[src/shared/pshr_pkg.sv]
// constants and carrier types for the pll status and holdover register bank
package pshr_pkg;
  localparam int ADDR_W = 10;
  localparam int DATA_W = 32;
  // register indices as printed; byte address is four times the index
  localparam logic [7:0] IDX_REF_CFG = 8'h1a;
  localparam logic [7:0] IDX_HOLD_CTRL = 8'h1d;
  localparam logic [7:0] IDX_PLL_STATUS = 8'h1f;
  localparam logic [7:0] IDX_EVT_STATUS = 8'h20;
  localparam logic [7:0] IDX_EVT_MASK = 8'h21;
  localparam logic [ADDR_W-1:0] ADDR_REF_CFG = {IDX_REF_CFG, 2'b00};
  localparam logic [ADDR_W-1:0] ADDR_HOLD_CTRL = {IDX_HOLD_CTRL, 2'b00};
  localparam logic [ADDR_W-1:0] ADDR_PLL_STATUS = {IDX_PLL_STATUS, 2'b00};
  localparam logic [ADDR_W-1:0] ADDR_EVT_STATUS = {IDX_EVT_STATUS, 2'b00};
  localparam logic [ADDR_W-1:0] ADDR_EVT_MASK = {IDX_EVT_MASK, 2'b00};
  // holdover control fields
  localparam int HOLD_EN_LO = 0;
  localparam int EXT_HOLD = 1;
  localparam int HOLD_EN_HI = 2;
  localparam int LD_CMP_EN = 3;
  localparam int STAT_RD_DIS = 4;
  localparam logic [7:0] HOLD_CTRL_WMASK = 8'h1f;
  localparam logic [7:0] HOLD_CTRL_RST = 8'h00;
  // reference config: threshold select only
  localparam int REF_THR_SEL = 6;
  localparam logic [7:0] REF_CFG_WMASK = 8'h40;
  localparam logic [7:0] REF_CFG_RST = 8'h00;
  // pll status fields
  localparam int ST_CAL_DONE = 6;
  localparam int ST_HOLD_ACT = 5;
  localparam int ST_SECOND_REFERENCE_INPUT_SEL = 4;
  localparam int ST_VCO_THR = 3;
  localparam int ST_SECOND_REFERENCE_INPUT_THR = 2;
  localparam int ST_FIRST_REFERENCE_INPUT_THR = 1;
  localparam int ST_LOCKED = 0;
  localparam logic [7:0] STATUS_RST = 8'h00;
  // event status / mask fields
  localparam int EVT_W = 3;
  localparam int EVT_CAL_DONE = 0;
  localparam int EVT_HOLD_ENTER = 1;
  localparam int EVT_LOCK_LOST = 2;
  localparam logic [EVT_W-1:0] EVT_RST = 3'h0;
  localparam logic [EVT_W-1:0] MASK_RST = 3'h0;

  typedef struct packed {
    logic psel;
    logic penable;
    logic pwrite;
    logic [ADDR_W-1:0] paddr;
    logic [DATA_W-1:0] pwdata;
  } pshr_apb_req_t;

  typedef struct packed {
    logic vco_cal_done;
    logic holdover_active;
    logic second_ref_sel;
    logic vco_above_thr;
    logic second_reference_input_above_thr;
    logic first_reference_input_above_thr;
    logic pll_locked;
  } pshr_pll_stat_t;

  // unused top bit is forced to zero
  function automatic logic [7:0] pshr_pack_status(input pshr_pll_stat_t s);
    logic [7:0] w;
    w = 8'h00;
    w[ST_CAL_DONE] = s.vco_cal_done;
    w[ST_HOLD_ACT] = s.holdover_active;
    w[ST_SECOND_REFERENCE_INPUT_SEL] = s.second_ref_sel;
    w[ST_VCO_THR] = s.vco_above_thr;
    w[ST_SECOND_REFERENCE_INPUT_THR] = s.second_reference_input_above_thr;
    w[ST_FIRST_REFERENCE_INPUT_THR] = s.first_reference_input_above_thr;
    w[ST_LOCKED] = s.pll_locked;
    return w;
  endfunction : pshr_pack_status
endpackage : pshr_pkg

[src/verilog/pshr_regs.sv]
// apb register bank for pll status and holdover control
//
// The APB register port was chosen for this implementation.
`timescale 1ns/100ps
// What this block does
// - holdover is enabled only when both holdover enable bits 0 and 2 are set
// - holdover enable bits reset to 0; writing 1 to both enables holdover
// - status bit 6 is 1 once vco calibration finished, else 0
// - status bit 5 is 1 while actually in holdover, separate from enable
// - status bit 4 is 1 when second reference feeds the pll, else 0
// - status bit 3 is 1 when vco frequency is above threshold
// - status bit 2 is 1 when second reference exceeds threshold chosen by 0x1a bit 6
// - status bit 1 is 1 when first reference exceeds the selected threshold
// - status bit 0 follows digital lock detect
// - status readback disable bit 4 of holdover control hides status; default enabled
module pshr_regs (
  input wire logic clock_in,
  input wire logic rst_n_in,
  input wire pshr_pkg::pshr_apb_req_t apb_in,
  output logic pready_out,
  output logic [pshr_pkg::DATA_W-1:0] prdata_out,
  output logic pslverr_out,
  input wire pshr_pkg::pshr_pll_stat_t pll_stat_in,
  output logic holdover_enable_out,
  output logic ext_holdover_out,
  output logic ld_cmp_enable_out,
  output logic threshold_sel_out,
  output logic irq_out
);

  ////////////////////////////////////////////////////////////////////////////
  // state

  logic [7:0] hold_ctrl_q, hold_ctrl_d;
  logic [7:0] ref_cfg_q, ref_cfg_d;
  logic [7:0] status_q, status_d;
  logic [7:0] prev_status_q, prev_status_d;
  logic [pshr_pkg::EVT_W-1:0] evt_q, evt_d;
  logic [pshr_pkg::EVT_W-1:0] mask_q, mask_d;
  logic [pshr_pkg::EVT_W-1:0] rd_evt_q, rd_evt_d;
  logic [pshr_pkg::DATA_W-1:0] prdata_q, prdata_d;
  logic pslverr_q, pslverr_d;
  logic hold_en_q, hold_en_d;
  logic irq_q, irq_d;

  logic setup_c;
  logic wr_c;
  logic rd_done_c;
  logic [pshr_pkg::EVT_W-1:0] new_evt_c;

  function automatic logic pshr_mapped(input logic [pshr_pkg::ADDR_W-1:0] a);
    return (a == pshr_pkg::ADDR_REF_CFG) || (a == pshr_pkg::ADDR_HOLD_CTRL) ||
           (a == pshr_pkg::ADDR_PLL_STATUS) || (a == pshr_pkg::ADDR_EVT_STATUS) ||
           (a == pshr_pkg::ADDR_EVT_MASK);
  endfunction : pshr_mapped

  // zero wait states: every access phase completes at once
  assign pready_out = 1'b1;
  assign setup_c = apb_in.psel && !apb_in.penable;
  assign wr_c = apb_in.psel && apb_in.penable && apb_in.pwrite;
  assign rd_done_c = apb_in.psel && apb_in.penable && !apb_in.pwrite &&
                     (apb_in.paddr == pshr_pkg::ADDR_EVT_STATUS);

  ////////////////////////////////////////////////////////////////////////////
  // next state

  always_comb begin
    hold_ctrl_d = hold_ctrl_q;
    ref_cfg_d = ref_cfg_q;
    mask_d = mask_q;
    prdata_d = prdata_q;
    pslverr_d = pslverr_q;
    rd_evt_d = rd_evt_q;
    // status is resampled every cycle, so writes never land there
    status_d = pshr_pkg::pshr_pack_status(pll_stat_in);
    prev_status_d = status_q;
    new_evt_c = '0;
    new_evt_c[pshr_pkg::EVT_CAL_DONE] = status_q[pshr_pkg::ST_CAL_DONE] &&
                                        !prev_status_q[pshr_pkg::ST_CAL_DONE];
    new_evt_c[pshr_pkg::EVT_HOLD_ENTER] = status_q[pshr_pkg::ST_HOLD_ACT] &&
                                          !prev_status_q[pshr_pkg::ST_HOLD_ACT];
    new_evt_c[pshr_pkg::EVT_LOCK_LOST] = !status_q[pshr_pkg::ST_LOCKED] &&
                                         prev_status_q[pshr_pkg::ST_LOCKED];
    if (wr_c) begin
      case (apb_in.paddr)
        pshr_pkg::ADDR_HOLD_CTRL: begin
          hold_ctrl_d = apb_in.pwdata[7:0] & pshr_pkg::HOLD_CTRL_WMASK;
        end
        pshr_pkg::ADDR_REF_CFG: begin
          ref_cfg_d = apb_in.pwdata[7:0] & pshr_pkg::REF_CFG_WMASK;
        end
        pshr_pkg::ADDR_EVT_MASK: begin
          mask_d = apb_in.pwdata[pshr_pkg::EVT_W-1:0];
        end
        default: begin
        end
      endcase
    end
    // read data is captured in the setup cycle and held through access
    if (setup_c) begin
      prdata_d = '0;
      pslverr_d = !pshr_mapped(apb_in.paddr);
      rd_evt_d = '0;
      case (apb_in.paddr)
        pshr_pkg::ADDR_HOLD_CTRL: prdata_d[7:0] = hold_ctrl_q;
        pshr_pkg::ADDR_REF_CFG: prdata_d[7:0] = ref_cfg_q;
        pshr_pkg::ADDR_PLL_STATUS: begin
          if (!hold_ctrl_q[pshr_pkg::STAT_RD_DIS]) begin
            prdata_d[7:0] = status_q;
          end
        end
        pshr_pkg::ADDR_EVT_STATUS: begin
          prdata_d[pshr_pkg::EVT_W-1:0] = evt_q;
          rd_evt_d = evt_q;
        end
        pshr_pkg::ADDR_EVT_MASK: prdata_d[pshr_pkg::EVT_W-1:0] = mask_q;
        default: prdata_d = '0;
      endcase
    end
    // only bits already returned are cleared, and a fresh event wins
    evt_d = (rd_done_c ? (evt_q & ~rd_evt_q) : evt_q) | new_evt_c;
    hold_en_d = hold_ctrl_d[pshr_pkg::HOLD_EN_LO] && hold_ctrl_d[pshr_pkg::HOLD_EN_HI];
    irq_d = |(evt_d & mask_d);
  end

  ////////////////////////////////////////////////////////////////////////////
  // registers

  always_ff @(posedge clock_in) begin
    if (!rst_n_in) begin
      hold_ctrl_q <= pshr_pkg::HOLD_CTRL_RST;
      ref_cfg_q <= pshr_pkg::REF_CFG_RST;
      status_q <= pshr_pkg::STATUS_RST;
      prev_status_q <= pshr_pkg::STATUS_RST;
      evt_q <= pshr_pkg::EVT_RST;
      mask_q <= pshr_pkg::MASK_RST;
      rd_evt_q <= pshr_pkg::EVT_RST;
      prdata_q <= '0;
      pslverr_q <= 1'b0;
      hold_en_q <= 1'b0;
      irq_q <= 1'b0;
    end else begin
      hold_ctrl_q <= hold_ctrl_d;
      ref_cfg_q <= ref_cfg_d;
      status_q <= status_d;
      prev_status_q <= prev_status_d;
      evt_q <= evt_d;
      mask_q <= mask_d;
      rd_evt_q <= rd_evt_d;
      prdata_q <= prdata_d;
      pslverr_q <= pslverr_d;
      hold_en_q <= hold_en_d;
      irq_q <= irq_d;
    end
  end

  assign prdata_out = prdata_q;
  assign pslverr_out = pslverr_q;
  assign holdover_enable_out = hold_en_q;
  assign ext_holdover_out = hold_ctrl_q[pshr_pkg::EXT_HOLD];
  assign ld_cmp_enable_out = hold_ctrl_q[pshr_pkg::LD_CMP_EN];
  assign threshold_sel_out = ref_cfg_q[pshr_pkg::REF_THR_SEL];
  assign irq_out = irq_q;
endmodule : pshr_regs

[config.mk]
export PLATFORM = sky130hd
export DESIGN_NAME = pshr_regs
export DESIGN_NICKNAME = d
export VERILOG_FILES = /design/src/shared/pshr_pkg.sv /design/src/verilog/pshr_regs.sv
export SDC_FILE = /design/constraint.sdc
export NUM_CORES = 1
export LEC_CHECK = 0
export BUFFER_PORTS_ARGS = -buffer_cell sky130_fd_sc_hd__buf_2
export CAP_MARGIN = 0
export CORE_UTILIZATION = 30
export CTS_CLUSTER_SIZE = 10
export DETAILED_ROUTE_END_ITERATION = 6
export SLEW_MARGIN = 0
export SYNTH_ARGS = -nofsm -noshare
export SYNTH_HDL_FRONTEND = slang
export SYNTH_SLANG_ARGS = --single-unit
[constraint.sdc]
create_clock -name clock_in -period 2.8 [get_ports clock_in]
set_clock_uncertainty 0.05 [all_clocks]
set_input_delay 0.28 -clock clock_in [delete_from_list [all_inputs] [get_ports clock_in]]
set_output_delay 0.28 -clock clock_in [all_outputs]
set_load 0.01 [all_outputs]
Yosys cells after proc, flatten, opt, wreduce, memory -nomap -nowiden
Index checks and enable logic that the tools add are counted.
- register bits: 41
- input bits: 54
- output and inout bits: 39
- eq/ne operators: 5
- multiplexer cells: 9
- bitwise logic cells: 4
- reductions and logical operators: 22
- operators by type and width (operator ; count):
    $eq A10 B7 Y1 const B ; 3
    $eq A10 B8 Y1 const B ; 2
    $mux W3 ; 6
    $pmux W5 S3 ; 1
    $pmux W3 S4 ; 1
    $logic_and A1 B1 Y1 ; 9
    $mux W8 ; 1
    $and A3 B3 Y3 ; 2
    $logic_not A1 Y1 ; 6
    $logic_or A1 B1 Y1 ; 4
    $reduce_and A2 Y1 ; 2
    $not A3 Y3 ; 1
    $or A3 B3 Y3 ; 1
    $reduce_or A3 Y1 ; 1

Logic depth before layout (Yosys ltp)
Gate-level depths: netlist of the first run.
- word-level depth: 7
- depth in mapped cells: 7
- gate-level depth less buffers: 6

Least setup slack after synthesis of the first run
No wires, ideal clock.
- path type: input to register
- start: input apb_in[41] (netlist name)
- end: register hold_ctrl_q[0]
- library setup time: 0.128 ns
- data arrival time: 1.551 ns
- data required time: 2.622 ns
- setup slack: 1.071 ns
- cell stages on the path: 6
- path buffers: 0
- path through: nor4_4 and4b_4 nand3_4 nor3_4 mux2i_1 nor2_1
- cells in the longest elaborated chain, start to end: 3
- RTL lines (item ; RTL line ; RTL):
    start, declared ; pshr_regs.sv:19 ; input wire pshr_pkg::pshr_apb_req_t apb_in,
    $eq A10 B7 Y1 ; pshr_regs.sv:85 ; case (apb_in.paddr)
    $mux W3 ; pshr_regs.sv:85 ;
    $mux W3 ; pshr_regs.sv:84 ; if (wr_c) begin
    end signal, assigned ; pshr_regs.sv:131 ; hold_ctrl_q <= pshr_pkg::HOLD_CTRL_RST;
    end signal, assigned ; pshr_regs.sv:143 ; hold_ctrl_q <= hold_ctrl_d;
    end, declared ; pshr_regs.sv:34 ; logic [7:0] hold_ctrl_q, hold_ctrl_d;
Every way passes these cells.
A chain may end at the register's enable or synchronous reset.

Final worst setup path of the first run
- start: input apb_in[41] (netlist name)
- end: register irq_q, in the netlist irq_out
- cells in the longest elaborated chain, start to end: 6
- elaborated cells between the ends (all ways): 9
- those cells by class: 2 x eq/ne; 3 x mux; 2 x bitwise; 2 x reduce/logical
- RTL lines (item ; RTL line ; RTL):
    $eq A10 B8 Y1 ; pshr_regs.sv:62 ; (apb_in.paddr == pshr_pkg::ADDR_EVT_STATUS);
    $logic_and A1 B1 Y1 ; pshr_regs.sv:61 ; assign rd_done_c = apb_in.psel && apb_in.penable && !apb_in.pwrite &&
    $mux W3 ; pshr_regs.sv:121 ; evt_d = (rd_done_c ? (evt_q & ~rd_evt_q) : evt_q) | new_evt_c;
    $or A3 B3 Y3 ; pshr_regs.sv:121 ;
    $and A3 B3 Y3 (*) ; pshr_regs.sv:123 ; irq_d = |(evt_d & mask_d);
    $reduce_or A3 Y1 (*) ; pshr_regs.sv:123 ;
    end signal, assigned ; pshr_regs.sv:153 ; irq_q <= irq_d;
    end, declared ; pshr_regs.sv:44 ; logic irq_q, irq_d;
Mark *: on every way between the ends. The rest lies on a longest branch, timed or not.

==> impl_metrics.xml, run 1 <==
<?xml version="1.0" encoding="UTF-8"?>
<metrics>
  <group name="critical_path">
    <metric name="crit_type" unit="">input pin to register</metric>
    <metric name="r2r_setup_slack" unit="ns">1.46</metric>
    <metric name="max_stage_delay" unit="ns">0.32</metric>
    <metric name="worstPathMaxFanout" unit="">9</metric>
    <metric name="r2r-start" unit="">hold_ctrl_q[4]</metric>
    <metric name="timing.reg2reg.worst_path_depth" unit="">4</metric>
    <metric name="worstPathArrival" unit="ns">1.93</metric>
    <metric name="worst_setup_path_start_kind" unit="">input pin</metric>
    <metric name="critical_path.n_buffers_inverters" unit="">1</metric>
    <metric name="cp_num_cells" unit="">7</metric>
    <metric name="crit_required" unit="ns">2.93</metric>
    <metric name="crit_path_cell_trace" unit="">buf_2, nor4_4, nand4_2, nor3_4, mux2i_1, o22ai_1, a21o_1</metric>
    <metric name="worstSetupEndpointType" unit="">register</metric>
    <metric name="highest_delay_cell_along_the_critical_path" unit="">nand4_2</metric>
    <metric name="timing.rr.end" unit="">prdata_out[6]</metric>
    <metric name="path_delay_family" unit="">simple AND/OR/NAND/NOR gates</metric>
  </group>
  <group name="detailed_routing">
    <metric name="drtIter0Drc" unit="">45</metric>
    <metric name="post-route-drc-count" unit="">0</metric>
    <metric name="top_layer_used" unit="">met4</metric>
    <metric name="vias" unit="">1274</metric>
    <metric name="avgViaCountPerCell" unit="">4.30</metric>
    <metric name="drt-pass1-iter-count" unit="">4</metric>
    <metric name="wire_per_inst" unit="um">11.4</metric>
    <metric name="postRouteWirelength" unit="um">3370</metric>
    <metric name="final_antenna_net_count" unit="">0</metric>
    <metric name="wl_met2" unit="um">1610</metric>
    <metric name="met1_length" unit="um">1540</metric>
    <metric name="met3RoutedLength" unit="um">166</metric>
  </group>
  <group name="logic_synthesis">
    <metric name="synth_top_area_cell" unit="">dfxtp_1</metric>
    <metric name="synth_async_sr_flop_share" unit="">0</metric>
    <metric name="synth_top_cells_by_area" unit="">dfxtp_1 42%, buf_4 12%, mux2i_1 6.7%, nor2_1 5.0%, a21oi_1 4.6%</metric>
    <metric name="synth_top_cells_by_count" unit="">35 x dfxtp_1, 26 x buf_4, 22 x nor2_1</metric>
    <metric name="synth-seq-area-share" unit="">0.425</metric>
    <metric name="synth.cell_area" unit="sq mm">0.00165</metric>
    <metric name="yosys_register_bits" unit="">35</metric>
    <metric name="synth-warning-count" unit="">0</metric>
    <metric name="post-synth-top-area-fraction" unit="">0.425</metric>
    <metric name="synthMostInstantiatedCell" unit="">dfxtp_1</metric>
    <metric name="synthCells" unit="">186</metric>
    <metric name="post_synth.cell_area_avg" unit="sq um">8.87</metric>
    <metric name="yosys_most_used_dff" unit="">dfxtp_1</metric>
    <metric name="synth_edf_count" unit="">0</metric>
    <metric name="yosysUniqueCellTypes" unit="">30</metric>
  </group>
  <group name="sta">
    <metric name="rsz0062_at_grt" unit="">false</metric>
    <metric name="timing.hold.ws" unit="ns">0.148</metric>
    <metric name="finalSetupViolations" unit="">0</metric>
    <metric name="max_freq" unit="MHz">557</metric>
    <metric name="hold_violations" unit="">0</metric>
    <metric name="final-max-slew-violation-count" unit="">0</metric>
    <metric name="layout_worst_path_cycle_share" unit="">0.641</metric>
    <metric name="finalCriticalPeriod" unit="ns">1.80</metric>
    <metric name="setup-tns-final" unit="ns">0</metric>
  </group>
  <group name="cts">
    <metric name="numCtsBuffers" unit="">5</metric>
    <metric name="cts-root-to-sink-buffers" unit="">2</metric>
    <metric name="cts.sink_count" unit="">35</metric>
    <metric name="clock-root-buffer" unit="">clkbuf_8</metric>
    <metric name="clk_pin_slew_worst_paths" unit="ns">0.07</metric>
    <metric name="cts_tree" unit="">yes</metric>
    <metric name="cts-hold-fix-buffers" unit="">0</metric>
    <metric name="cts_setup_buffers" unit="">0</metric>
    <metric name="cts.htree.levels" unit="">2</metric>
    <metric name="cts.repair.resized" unit="">0</metric>
    <metric name="clock_insertion_delay_worst_skew" unit="ns">0.28</metric>
  </group>
  <group name="power">
    <metric name="p_seq_frac" unit="">0.530</metric>
    <metric name="power_per_cell_area" unit="mW/mm^2">515</metric>
    <metric name="cellInternalPower" unit="W">0.000742</metric>
    <metric name="share_clk_of_total_power" unit="">0.369</metric>
    <metric name="power.leakage" unit="nW">0.827</metric>
    <metric name="swShare" unit="">0.245</metric>
    <metric name="max-vdd-ir-drop" unit="V">0.000277</metric>
    <metric name="switchingPower" unit="W">0.000240</metric>
    <metric name="power.combinational.fraction" unit="">0.101</metric>
  </group>
  <group name="global_route">
    <metric name="grt_use_total" unit="">0.126</metric>
    <metric name="grt_overflow" unit="">0</metric>
    <metric name="grt_pass1_wl" unit="um">5720</metric>
    <metric name="grt_pass1_vias" unit="">1178</metric>
    <metric name="maximum_number_of_pins_on_one_net_before_global_route_repair" unit="">17</metric>
    <metric name="grt_antenna_before_repair" unit="">0</metric>
  </group>
  <group name="floorplan">
    <metric name="dieHeight" unit="um">76.1</metric>
    <metric name="core-area" unit="sq mm">0.00520</metric>
    <metric name="row_count" unit="">26</metric>
    <metric name="initial_utilization" unit="">0.317</metric>
    <metric name="pin_count" unit="">93</metric>
    <metric name="die_area" unit="sq mm">0.00580</metric>
    <metric name="die_x" unit="um">76.1</metric>
  </group>
  <group name="worst_hold_path">
    <metric name="holdPathEnd" unit="">prev_status_d[5]</metric>
    <metric name="worstHoldPathType" unit="">input pin to register</metric>
    <metric name="timing.hold.worst_path_depth" unit="">2</metric>
    <metric name="hold_path_startpoint" unit="">pll_stat_in[5]</metric>
  </group>
  <group name="layout">
    <metric name="area_overhead_vs_synth" unit="%">15.6</metric>
    <metric name="fill_cells" unit="">532</metric>
    <metric name="register_area" unit="sq um">701</metric>
    <metric name="total_area_of_multi_input_combinational_cells" unit="sq um">801</metric>
    <metric name="share_of_layout_cells_above_drive_strength_1" unit="">0.243</metric>
    <metric name="count_of_antenna_diodes_in_the_layout" unit="">0</metric>
    <metric name="fin_nets" unit="">280</metric>
  </group>
  <group name="outcome">
    <metric name="status" unit="">finished clean</metric>
  </group>
  <group name="flow_run">
    <metric name="max-cap-violations" unit="">0</metric>
  </group>
  <group name="placed_design">
    <metric name="gpl.final_weighted_congestion" unit="">0.746</metric>
    <metric name="place_hpwl" unit="um">2580</metric>
    <metric name="place.port_buffers" unit="">40</metric>
  </group>
</metrics>
==> state kept, by name, indices dropped and copies added (netlist names) <==
| name | cells |
|---|---|
| evt_q | 3 |
| mask_q | 3 |
| ref_cfg_q | 1 |
| hold_ctrl_q | 5 |
| rd_evt_q | 3 |
| irq_out | 1 |
| prdata_out | 7 |
| pslverr_out | 1 |
| holdover_enable_out | 1 |
| prev_status_q | 3 |
| prev_status_d | 7 |
==> placed cells by master (no fill, tap or decap), types with 2 or more instances in the layout <==
cell type	instances
buf_2	40
dfxtp_1	35
conb_1	26
nor2_1	22
a21oi_1	15
mux2i_1	11
and2_1	9
nand3_1	8
nand2_1	8
nor2b_1	8
o21ai_0	6
clkbuf_8	6
nand2b_1	4
nor3_1	4
o221ai_1	3
inv_1	3
nor3_4	2
a221oi_1	2
buf_4	2
==> stage by stage <==
| stage | worst slack, ns | cell area [sq um] | utilization | total power [W] | instances |
|---|---|---|---|---|---|
| floorplan | 1.07 | 1740 | - | 0.000618 | 210 |
| global placement | 0.724 | 1820 | 0.350 | 0.000630 | 289 |
| CTS | 1.00 | 1910 | 0.366 | 0.000993 | 296 |
| finish | 1.00 | 1910 | 0.366 | 0.000982 | 296 |
| global route | 0.855 | 1910 | 0.366 | 0.00103 | 296 |
| detailed placement | 0.707 | 1820 | 0.350 | 0.000631 | 289 |
==> layout make-up <==
| cell class | instances | area share |
|---|---|---|
| clock buffers | 6 | 0.0433 |
| clock inverters | 1 | 0.00262 |
| inverters | 4 | 0.00787 |
| multi-input cells | 138 | 0.420 |
| flip-flops and latches | 35 | 0.367 |
| well taps | 70 | 0.0459 |
| repair buffers | 42 | 0.113 |
==> power groups by stage <==
stage	combinational (W)	clock (W)	sequential, W
floorplan	0.0000859	0	0.000532
global placement	0.0000990	0	0.000531
detailed placement	0.0000993	0	0.000532
CTS	0.0000996	0.000373	0.000520
global route	0.000111	0.000397	0.000522
finish	0.0000991	0.000362	0.000520
==> worst max-delay path by stage <==
stage,startpoint,end
6_report,apb_in[41],irq_out
5_1_grt,apb_in[41],irq_out
4_1_cts,apb_in[41],irq_out
3_5_place_dp,apb_in[41],irq_out
3_3_place_gp,apb_in[41],irq_out
2_1_floorplan,apb_in[41],hold_ctrl_q[0]
==> per-layer routing <==
metal | vias to the layer above | track usage
met2 | 44 | 0.213
met4 | 0 | 0.0635
met5 | - | 0
li1 | 657 | -
met3 | 7 | 0.0299
met1 | 566 | 0.150
==> kinds of logic (layout without fill, tap and decap cells) <==
| group | Yosys count | in the layout | share of synthesized area |
|---|---|---|---|
| AND/OR/NAND/NOR | 71 | 71 | 0.252 |
| buffers and inverters | 37 | 53 | 0.144 |
| other | 2 | 26 | 0.00455 |
| multiplexers | 11 | 11 | 0.0668 |
| flip-flops | 35 | 35 | 0.425 |
| AO/OA/AOI/OAI | 30 | 30 | 0.108 |
(Power assumes the default switching activity.)
==> run 2, diff against run 1 <==
- clock period: 2.8 -> 1.8 ns (I/O delays scaled with it)
==> impl_metrics.xml, run 2 (synthesized netlist as in run 1, its figures left out) <==
<?xml version="1.0" encoding="UTF-8"?>
<metrics>
  <group name="sta">
    <metric name="finalCriticalPeriod" unit="ns">1.55</metric>
    <metric name="final-max-slew-violation-count" unit="">0</metric>
    <metric name="timing.hold.ws" unit="ns">0.0516</metric>
    <metric name="layout_worst_path_cycle_share" unit="">0.859</metric>
    <metric name="rsz0062_at_grt" unit="">false</metric>
    <metric name="hold_violations" unit="">0</metric>
    <metric name="max_freq" unit="MHz">646</metric>
    <metric name="finalSetupViolations" unit="">0</metric>
  </group>
  <group name="layout">
    <metric name="fin_nets" unit="">291</metric>
    <metric name="commonest_non_fill_non_tap_cell_in_the_layout" unit="">buf_2</metric>
    <metric name="fin_area" unit="sq mm">0.00200</metric>
    <metric name="mostFrequentLayoutCells" unit="">40 x buf_2, 35 x dfxtp_1, 26 x conb_1</metric>
    <metric name="share_of_layout_cells_above_drive_strength_1" unit="">0.273</metric>
    <metric name="finish.cell_count_without_fillers" unit="">308</metric>
    <metric name="area_overhead_vs_synth" unit="%">21.0</metric>
    <metric name="count_of_antenna_diodes_in_the_layout" unit="">0</metric>
  </group>
  <group name="worst_hold_path">
    <metric name="timing.hold.worst_path_depth" unit="">2</metric>
    <metric name="holdPathEnd" unit="">prev_status_d[0]</metric>
    <metric name="hold_path_startpoint" unit="">pll_stat_in[0]</metric>
    <metric name="worstHoldPathType" unit="">input pin to register</metric>
  </group>
  <group name="floorplan">
    <metric name="initial_utilization" unit="">0.317</metric>
    <metric name="die_area" unit="sq mm">0.00580</metric>
    <metric name="dieHeight" unit="um">76.1</metric>
    <metric name="core-area" unit="sq mm">0.00520</metric>
    <metric name="row_count" unit="">26</metric>
    <metric name="die_x" unit="um">76.1</metric>
    <metric name="pin_count" unit="">93</metric>
  </group>
  <group name="outcome">
    <metric name="status" unit="">finished clean</metric>
  </group>
  <group name="cts">
    <metric name="cts-hold-fix-buffers" unit="">0</metric>
    <metric name="cts.sink_count" unit="">35</metric>
    <metric name="cts.repair.resized" unit="">0</metric>
    <metric name="cts-root-to-sink-buffers" unit="">2</metric>
    <metric name="clock-root-buffer" unit="">clkbuf_8</metric>
    <metric name="cts_tree" unit="">yes</metric>
    <metric name="clock_insertion_delay_worst_skew" unit="ns">0.28</metric>
    <metric name="numCtsBuffers" unit="">5</metric>
    <metric name="cts_setup_buffers" unit="">0</metric>
    <metric name="clk_pin_slew_worst_paths" unit="ns">0.07</metric>
    <metric name="cts.htree.levels" unit="">2</metric>
  </group>
  <group name="power">
    <metric name="power.combinational.fraction" unit="">0.108</metric>
    <metric name="cellInternalPower" unit="W">0.00113</metric>
    <metric name="p_seq_frac" unit="">0.539</metric>
    <metric name="max-vdd-ir-drop" unit="V">0.000447</metric>
    <metric name="total_power" unit="W">0.00150</metric>
    <metric name="share_clk_of_total_power" unit="">0.353</metric>
    <metric name="power_per_cell_area" unit="mW/mm^2">754</metric>
    <metric name="power.leakage" unit="nW">0.875</metric>
    <metric name="swShare" unit="">0.248</metric>
    <metric name="switchingPower" unit="W">0.000374</metric>
  </group>
  <group name="detailed_routing">
    <metric name="post-route-drc-count" unit="">0</metric>
    <metric name="wire_per_inst" unit="um">11.4</metric>
    <metric name="vias" unit="">1336</metric>
    <metric name="final_antenna_net_count" unit="">0</metric>
    <metric name="avgViaCountPerCell" unit="">4.34</metric>
    <metric name="drt-pass1-iter-count" unit="">4</metric>
    <metric name="drtIter0Drc" unit="">28</metric>
    <metric name="postRouteWirelength" unit="um">3520</metric>
  </group>
  <group name="critical_path">
    <metric name="highest_delay_cell_along_the_critical_path" unit="">nor4_4</metric>
    <metric name="timing.rr.end" unit="">prdata_out[6]</metric>
    <metric name="worstSetupEndpointType" unit="">register</metric>
    <metric name="timing.reg2reg.worst_path_depth" unit="">4</metric>
    <metric name="crit_type" unit="">input pin to register</metric>
    <metric name="worst_setup_path_start_kind" unit="">input pin</metric>
    <metric name="worstPathArrival" unit="ns">1.67</metric>
    <metric name="max_stage_delay" unit="ns">0.30</metric>
    <metric name="crit_path_cell_trace" unit="">buf_2, nor4_4, nand4_2, nor3_4, mux2i_1, o22ai_1, a21o_1</metric>
    <metric name="r2r-start" unit="">hold_ctrl_q[4]</metric>
    <metric name="r2r_setup_slack" unit="ns">0.46</metric>
    <metric name="crit_required" unit="ns">1.93</metric>
    <metric name="worstPathMaxFanout" unit="">4</metric>
    <metric name="cp-startpoint" unit="">apb_in[41]</metric>
  </group>
  <group name="flow_run">
    <metric name="max-cap-violations" unit="">0</metric>
  </group>
  <group name="placed_design">
    <metric name="gpl.final_weighted_congestion" unit="">0.787</metric>
    <metric name="place_hpwl" unit="um">2710</metric>
    <metric name="place.detailed.instances" unit="">300</metric>
    <metric name="place_area" unit="sq mm">0.00191</metric>
    <metric name="place.port_buffers" unit="">40</metric>
  </group>
  <group name="global_route">
    <metric name="grt_pass1_vias" unit="">1250</metric>
    <metric name="maximum_number_of_pins_on_one_net_before_global_route_repair" unit="">14</metric>
    <metric name="grt_antenna_before_repair" unit="">0</metric>
    <metric name="grt_overflow" unit="">0</metric>
    <metric name="grt_pass1_wl" unit="um">5910</metric>
    <metric name="grt_use_total" unit="">0.129</metric>
  </group>
</metrics>
## run 2: changes by cell type in the layout (fill, tap and decap cells not counted)
cell      before  now
buf_12         0    1
buf_4          2   12
clkbuf_1       0    2
clkbuf_8       6    5
## run 2: critical path: cells and delay by family
family                 cells  cell delay, ns
AO/OA/AOI/OAI              2            0.32
buffers and inverters      1            0.11
multiplexers               1            0.27
AND/OR/NAND/NOR            3            0.79
## run 2: layout make-up
type	count	area [sq um]
Inverter	4	15.0
Timing Repair Buffer	53	310
Clock buffer	7	76.3
Fill cell	550	3210
Multi-Input combinational cell	138	801
Sequential cell	35	701
Tap cell	70	87.6
Clock inverter	1	5.00
## run 2: layer usage
metal	track usage	part of all wire	wire length [um]	up-vias
met5	0	0	0	-
met4	0.0519	0.011	38	0
met3	0.0359	0.054	189	5
met2	0.212	0.46	1630	49
met1	0.160	0.47	1660	603
li1	-	-	-	679
## run 2: power groups by stage
stage / clock, W / sequential, W / combinational, W
floorplan: 0 / 0.000827 / 0.000134
detailed placement: 0 / 0.000828 / 0.000163
global placement: 0 / 0.000828 / 0.000162
CTS: 0.000553 / 0.000810 / 0.000164
finish: 0.000531 / 0.000810 / 0.000163
global route: 0.000586 / 0.000812 / 0.000183
## run 2: worst max-delay path by stage
stage,to,cells after the start
floorplan,hold_ctrl_q[0],6
global placement,irq_out,7
detailed placement,irq_out,7
CTS,irq_out,7
global route,irq_out,7
finish,irq_out,7
## run 2: stage by stage
stage / setup slack [ns] / utilization / TNS (ns)
6_report: 0.253 / 0.383 / 0
5_1_grt: 0.111 / 0.383 / 0
4_1_cts: 0.219 / 0.383 / 0
3_5_place_dp: -0.0891 / 0.368 / -0.0979
3_3_place_gp: -0.0494 / 0.368 / -0.0494
2_1_floorplan: 0.171 / - / 0
==> run 3, diff against run 2 <==
- ABC_CLOCK_PERIOD_IN_PS: not set -> 1800
- CORE_UTILIZATION: 30 -> 44
- PLACE_DENSITY: not set -> 0.8
==> impl_metrics.xml, run 3 (synthesized netlist as in run 1, its figures left out) <==
<?xml version="1.0" encoding="UTF-8"?>
<metrics>
  <group name="critical_path">
    <metric name="crit_type" unit="">input pin to register</metric>
    <metric name="worstPathMaxFanout" unit="">4</metric>
    <metric name="crit_path_cell_trace" unit="">buf_2, nor4_4, nand4_2, buf_4, buf_4, o21ai_0, o22ai_1, a21o_1</metric>
    <metric name="path_delay_family" unit="">compound AO/OA/AOI/OAI gates</metric>
    <metric name="r2r-start" unit="">hold_ctrl_q[4]</metric>
    <metric name="critical_path.n_buffers_inverters" unit="">3</metric>
    <metric name="worstPathArrival" unit="ns">1.66</metric>
    <metric name="crit_required" unit="ns">1.94</metric>
    <metric name="timing.reg2reg.worst_path_depth" unit="">4</metric>
    <metric name="worstSetupEndpointType" unit="">register</metric>
    <metric name="worst_setup_path_start_kind" unit="">input pin</metric>
    <metric name="r2r_setup_slack" unit="ns">0.46</metric>
    <metric name="highest_delay_cell_along_the_critical_path" unit="">nor4_4</metric>
    <metric name="max_stage_delay" unit="ns">0.30</metric>
    <metric name="crit_top_cell" unit="">buf_4</metric>
    <metric name="timing.rr.end" unit="">prdata_out[6]</metric>
  </group>
  <group name="global_route">
    <metric name="grt_overflow" unit="">0</metric>
    <metric name="maximum_number_of_pins_on_one_net_before_global_route_repair" unit="">15</metric>
    <metric name="grt_pass1_wl" unit="um">5330</metric>
    <metric name="global_route.peak_usage_layer" unit="">met2</metric>
    <metric name="grt.met2_usage" unit="">0.267</metric>
    <metric name="groute.layer.met1.usage" unit="">0.222</metric>
    <metric name="grt_antenna_before_repair" unit="">0</metric>
    <metric name="global_route.usage.met3" unit="">0.0580</metric>
    <metric name="grt_use_total" unit="">0.171</metric>
    <metric name="grt_pass1_vias" unit="">1217</metric>
  </group>
  <group name="detailed_routing">
    <metric name="wire_per_inst" unit="um">11.1</metric>
    <metric name="final_antenna_net_count" unit="">0</metric>
    <metric name="post-route-drc-count" unit="">0</metric>
    <metric name="vias" unit="">1318</metric>
    <metric name="postRouteWirelength" unit="um">3140</metric>
    <metric name="avgViaCountPerCell" unit="">4.64</metric>
    <metric name="drtIter0Drc" unit="">33</metric>
    <metric name="drt-pass1-iter-count" unit="">4</metric>
  </group>
  <group name="flow_run">
    <metric name="max-cap-violations" unit="">0</metric>
  </group>
  <group name="floorplan">
    <metric name="pin_count" unit="">93</metric>
    <metric name="initial_utilization" unit="">0.475</metric>
    <metric name="dieHeight" unit="um">63.2</metric>
    <metric name="row_count" unit="">21</metric>
    <metric name="core-area" unit="sq mm">0.00347</metric>
    <metric name="die_area" unit="sq mm">0.00400</metric>
    <metric name="die_x" unit="um">63.2</metric>
  </group>
  <group name="worst_hold_path">
    <metric name="hold_path_startpoint" unit="">pll_stat_in[5]</metric>
    <metric name="holdPathEnd" unit="">prev_status_d[5]</metric>
    <metric name="worstHoldPathType" unit="">input pin to register</metric>
    <metric name="timing.hold.worst_path_depth" unit="">2</metric>
  </group>
  <group name="cts">
    <metric name="numCtsBuffers" unit="">5</metric>
    <metric name="cts.htree.levels" unit="">2</metric>
    <metric name="cts_tree" unit="">yes</metric>
    <metric name="cts-hold-fix-buffers" unit="">0</metric>
    <metric name="clock-root-buffer" unit="">clkbuf_8</metric>
    <metric name="cts.repair.resized" unit="">0</metric>
    <metric name="cts-root-to-sink-buffers" unit="">2</metric>
    <metric name="clock_insertion_delay_worst_skew" unit="ns">0.29</metric>
    <metric name="cts.sink_count" unit="">35</metric>
    <metric name="cts_setup_buffers" unit="">0</metric>
    <metric name="clk_pin_slew_worst_paths" unit="ns">0.07</metric>
  </group>
  <group name="sta">
    <metric name="setup-tns-final" unit="ns">0</metric>
    <metric name="finalCriticalPeriod" unit="ns">1.53</metric>
    <metric name="layout_worst_path_cycle_share" unit="">0.848</metric>
    <metric name="finalSetupViolations" unit="">0</metric>
    <metric name="hold_violations" unit="">0</metric>
    <metric name="max_freq" unit="MHz">655</metric>
    <metric name="final-max-slew-violation-count" unit="">0</metric>
    <metric name="rsz0062_at_grt" unit="">false</metric>
  </group>
  <group name="placed_design">
    <metric name="gpl.final_weighted_congestion" unit="">0.844</metric>
    <metric name="place.port_buffers" unit="">40</metric>
    <metric name="place_area" unit="sq mm">0.00188</metric>
    <metric name="place_hpwl" unit="um">2460</metric>
  </group>
  <group name="layout">
    <metric name="fill_cells" unit="">331</metric>
    <metric name="area_overhead_vs_synth" unit="%">22.5</metric>
    <metric name="commonest_non_fill_non_tap_cell_in_the_layout" unit="">buf_2</metric>
    <metric name="count_of_antenna_diodes_in_the_layout" unit="">0</metric>
    <metric name="share_of_layout_cells_above_drive_strength_1" unit="">0.282</metric>
    <metric name="fin_area" unit="sq mm">0.00202</metric>
    <metric name="mostFrequentLayoutCells" unit="">40 x buf_2, 35 x dfxtp_1, 26 x conb_1</metric>
    <metric name="register_area" unit="sq um">701</metric>
    <metric name="total_area_of_multi_input_combinational_cells" unit="sq um">801</metric>
    <metric name="fin_nets" unit="">291</metric>
  </group>
  <group name="power">
    <metric name="swShare" unit="">0.217</metric>
    <metric name="max-vdd-ir-drop" unit="V">0.000841</metric>
    <metric name="p_seq_frac" unit="">0.449</metric>
    <metric name="switchingPower" unit="W">0.000391</metric>
    <metric name="power.combinational.fraction" unit="">0.088</metric>
    <metric name="power_per_cell_area" unit="mW/mm^2">892</metric>
    <metric name="share_clk_of_total_power" unit="">0.463</metric>
    <metric name="power.leakage" unit="nW">0.897</metric>
    <metric name="cellInternalPower" unit="W">0.00141</metric>
    <metric name="total_power" unit="W">0.00180</metric>
  </group>
  <group name="outcome">
    <metric name="status" unit="">finished clean</metric>
  </group>
</metrics>
==> run 3: cell count changes in the layout (fill, tap and decap cells not counted), sizes merged <==
| cell | before | now |
|---|---|---|
| clkbuf | 7 | 5 |
| clkinvlp | 0 | 1 |
| bufinv | 0 | 2 |
| clkinv | 2 | 1 |
==> run 3: worst max-delay path by stage <==
| stage | end | startpoint | depth (start not counted) |
|---|---|---|---|
| detailed placement | irq_out | apb_in[41] | 8 |
| global route | irq_out | apb_in[41] | 7 |
| global placement | irq_out | apb_in[41] | 8 |
| finish | irq_out | apb_in[41] | 8 |
| floorplan | hold_ctrl_q[0] | apb_in[41] | 6 |
| CTS | irq_out | apb_in[41] | 8 |
==> run 3: worst register-to-register path, delay by kind of cell (launching register included) <==
kind	cells	cell delay, ns
DFF	1	0.32
AOI/OAI and AO/OA	1	0.13
and+or+nand+nor	3	0.77
==> run 3: power groups by stage <==
stage	registers, W	logic, W	clock network, W
after floorplan	0.000827	0.000134	0
after global placement	0.000827	0.000156	0
after detailed placement	0.000827	0.000158	0
after CTS	0.000809	0.000159	0.000848
after global routing	0.000812	0.000179	0.000879
final	0.000810	0.000158	0.000834
==> run 3: stage by stage <==
step | utilization | instances | worst slack [ns] | hold slack [ns]
after floorplan | - | 210 | 0.171 | 0.257
after global placement | 0.543 | 276 | -0.0302 | 0.337
after detailed placement | 0.543 | 276 | -0.0354 | 0.338
after CTS | 0.583 | 284 | 0.269 | 0.0363
after global routing | 0.583 | 284 | 0.163 | 0.0390
final | 0.583 | 284 | 0.274 | 0.0432
==> run 3: per-layer routing <==
layer / up-vias / part of all wire
li1: 676 / -
met1: 573 / 0.47
met2: 63 / 0.44
met3: 6 / 0.080
met4: 0 / 0.013
met5: - / 0
==> run 3: layout make-up <==
type / count / area share
Sequential cell: 35 / 0.347
Multi-Input combinational cell: 138 / 0.396
Tap cell: 46 / 0.0285
Clock buffer: 5 / 0.0341
Inverter: 4 / 0.00743
Timing Repair Buffer: 53 / 0.154
Clock inverter: 3 / 0.0334
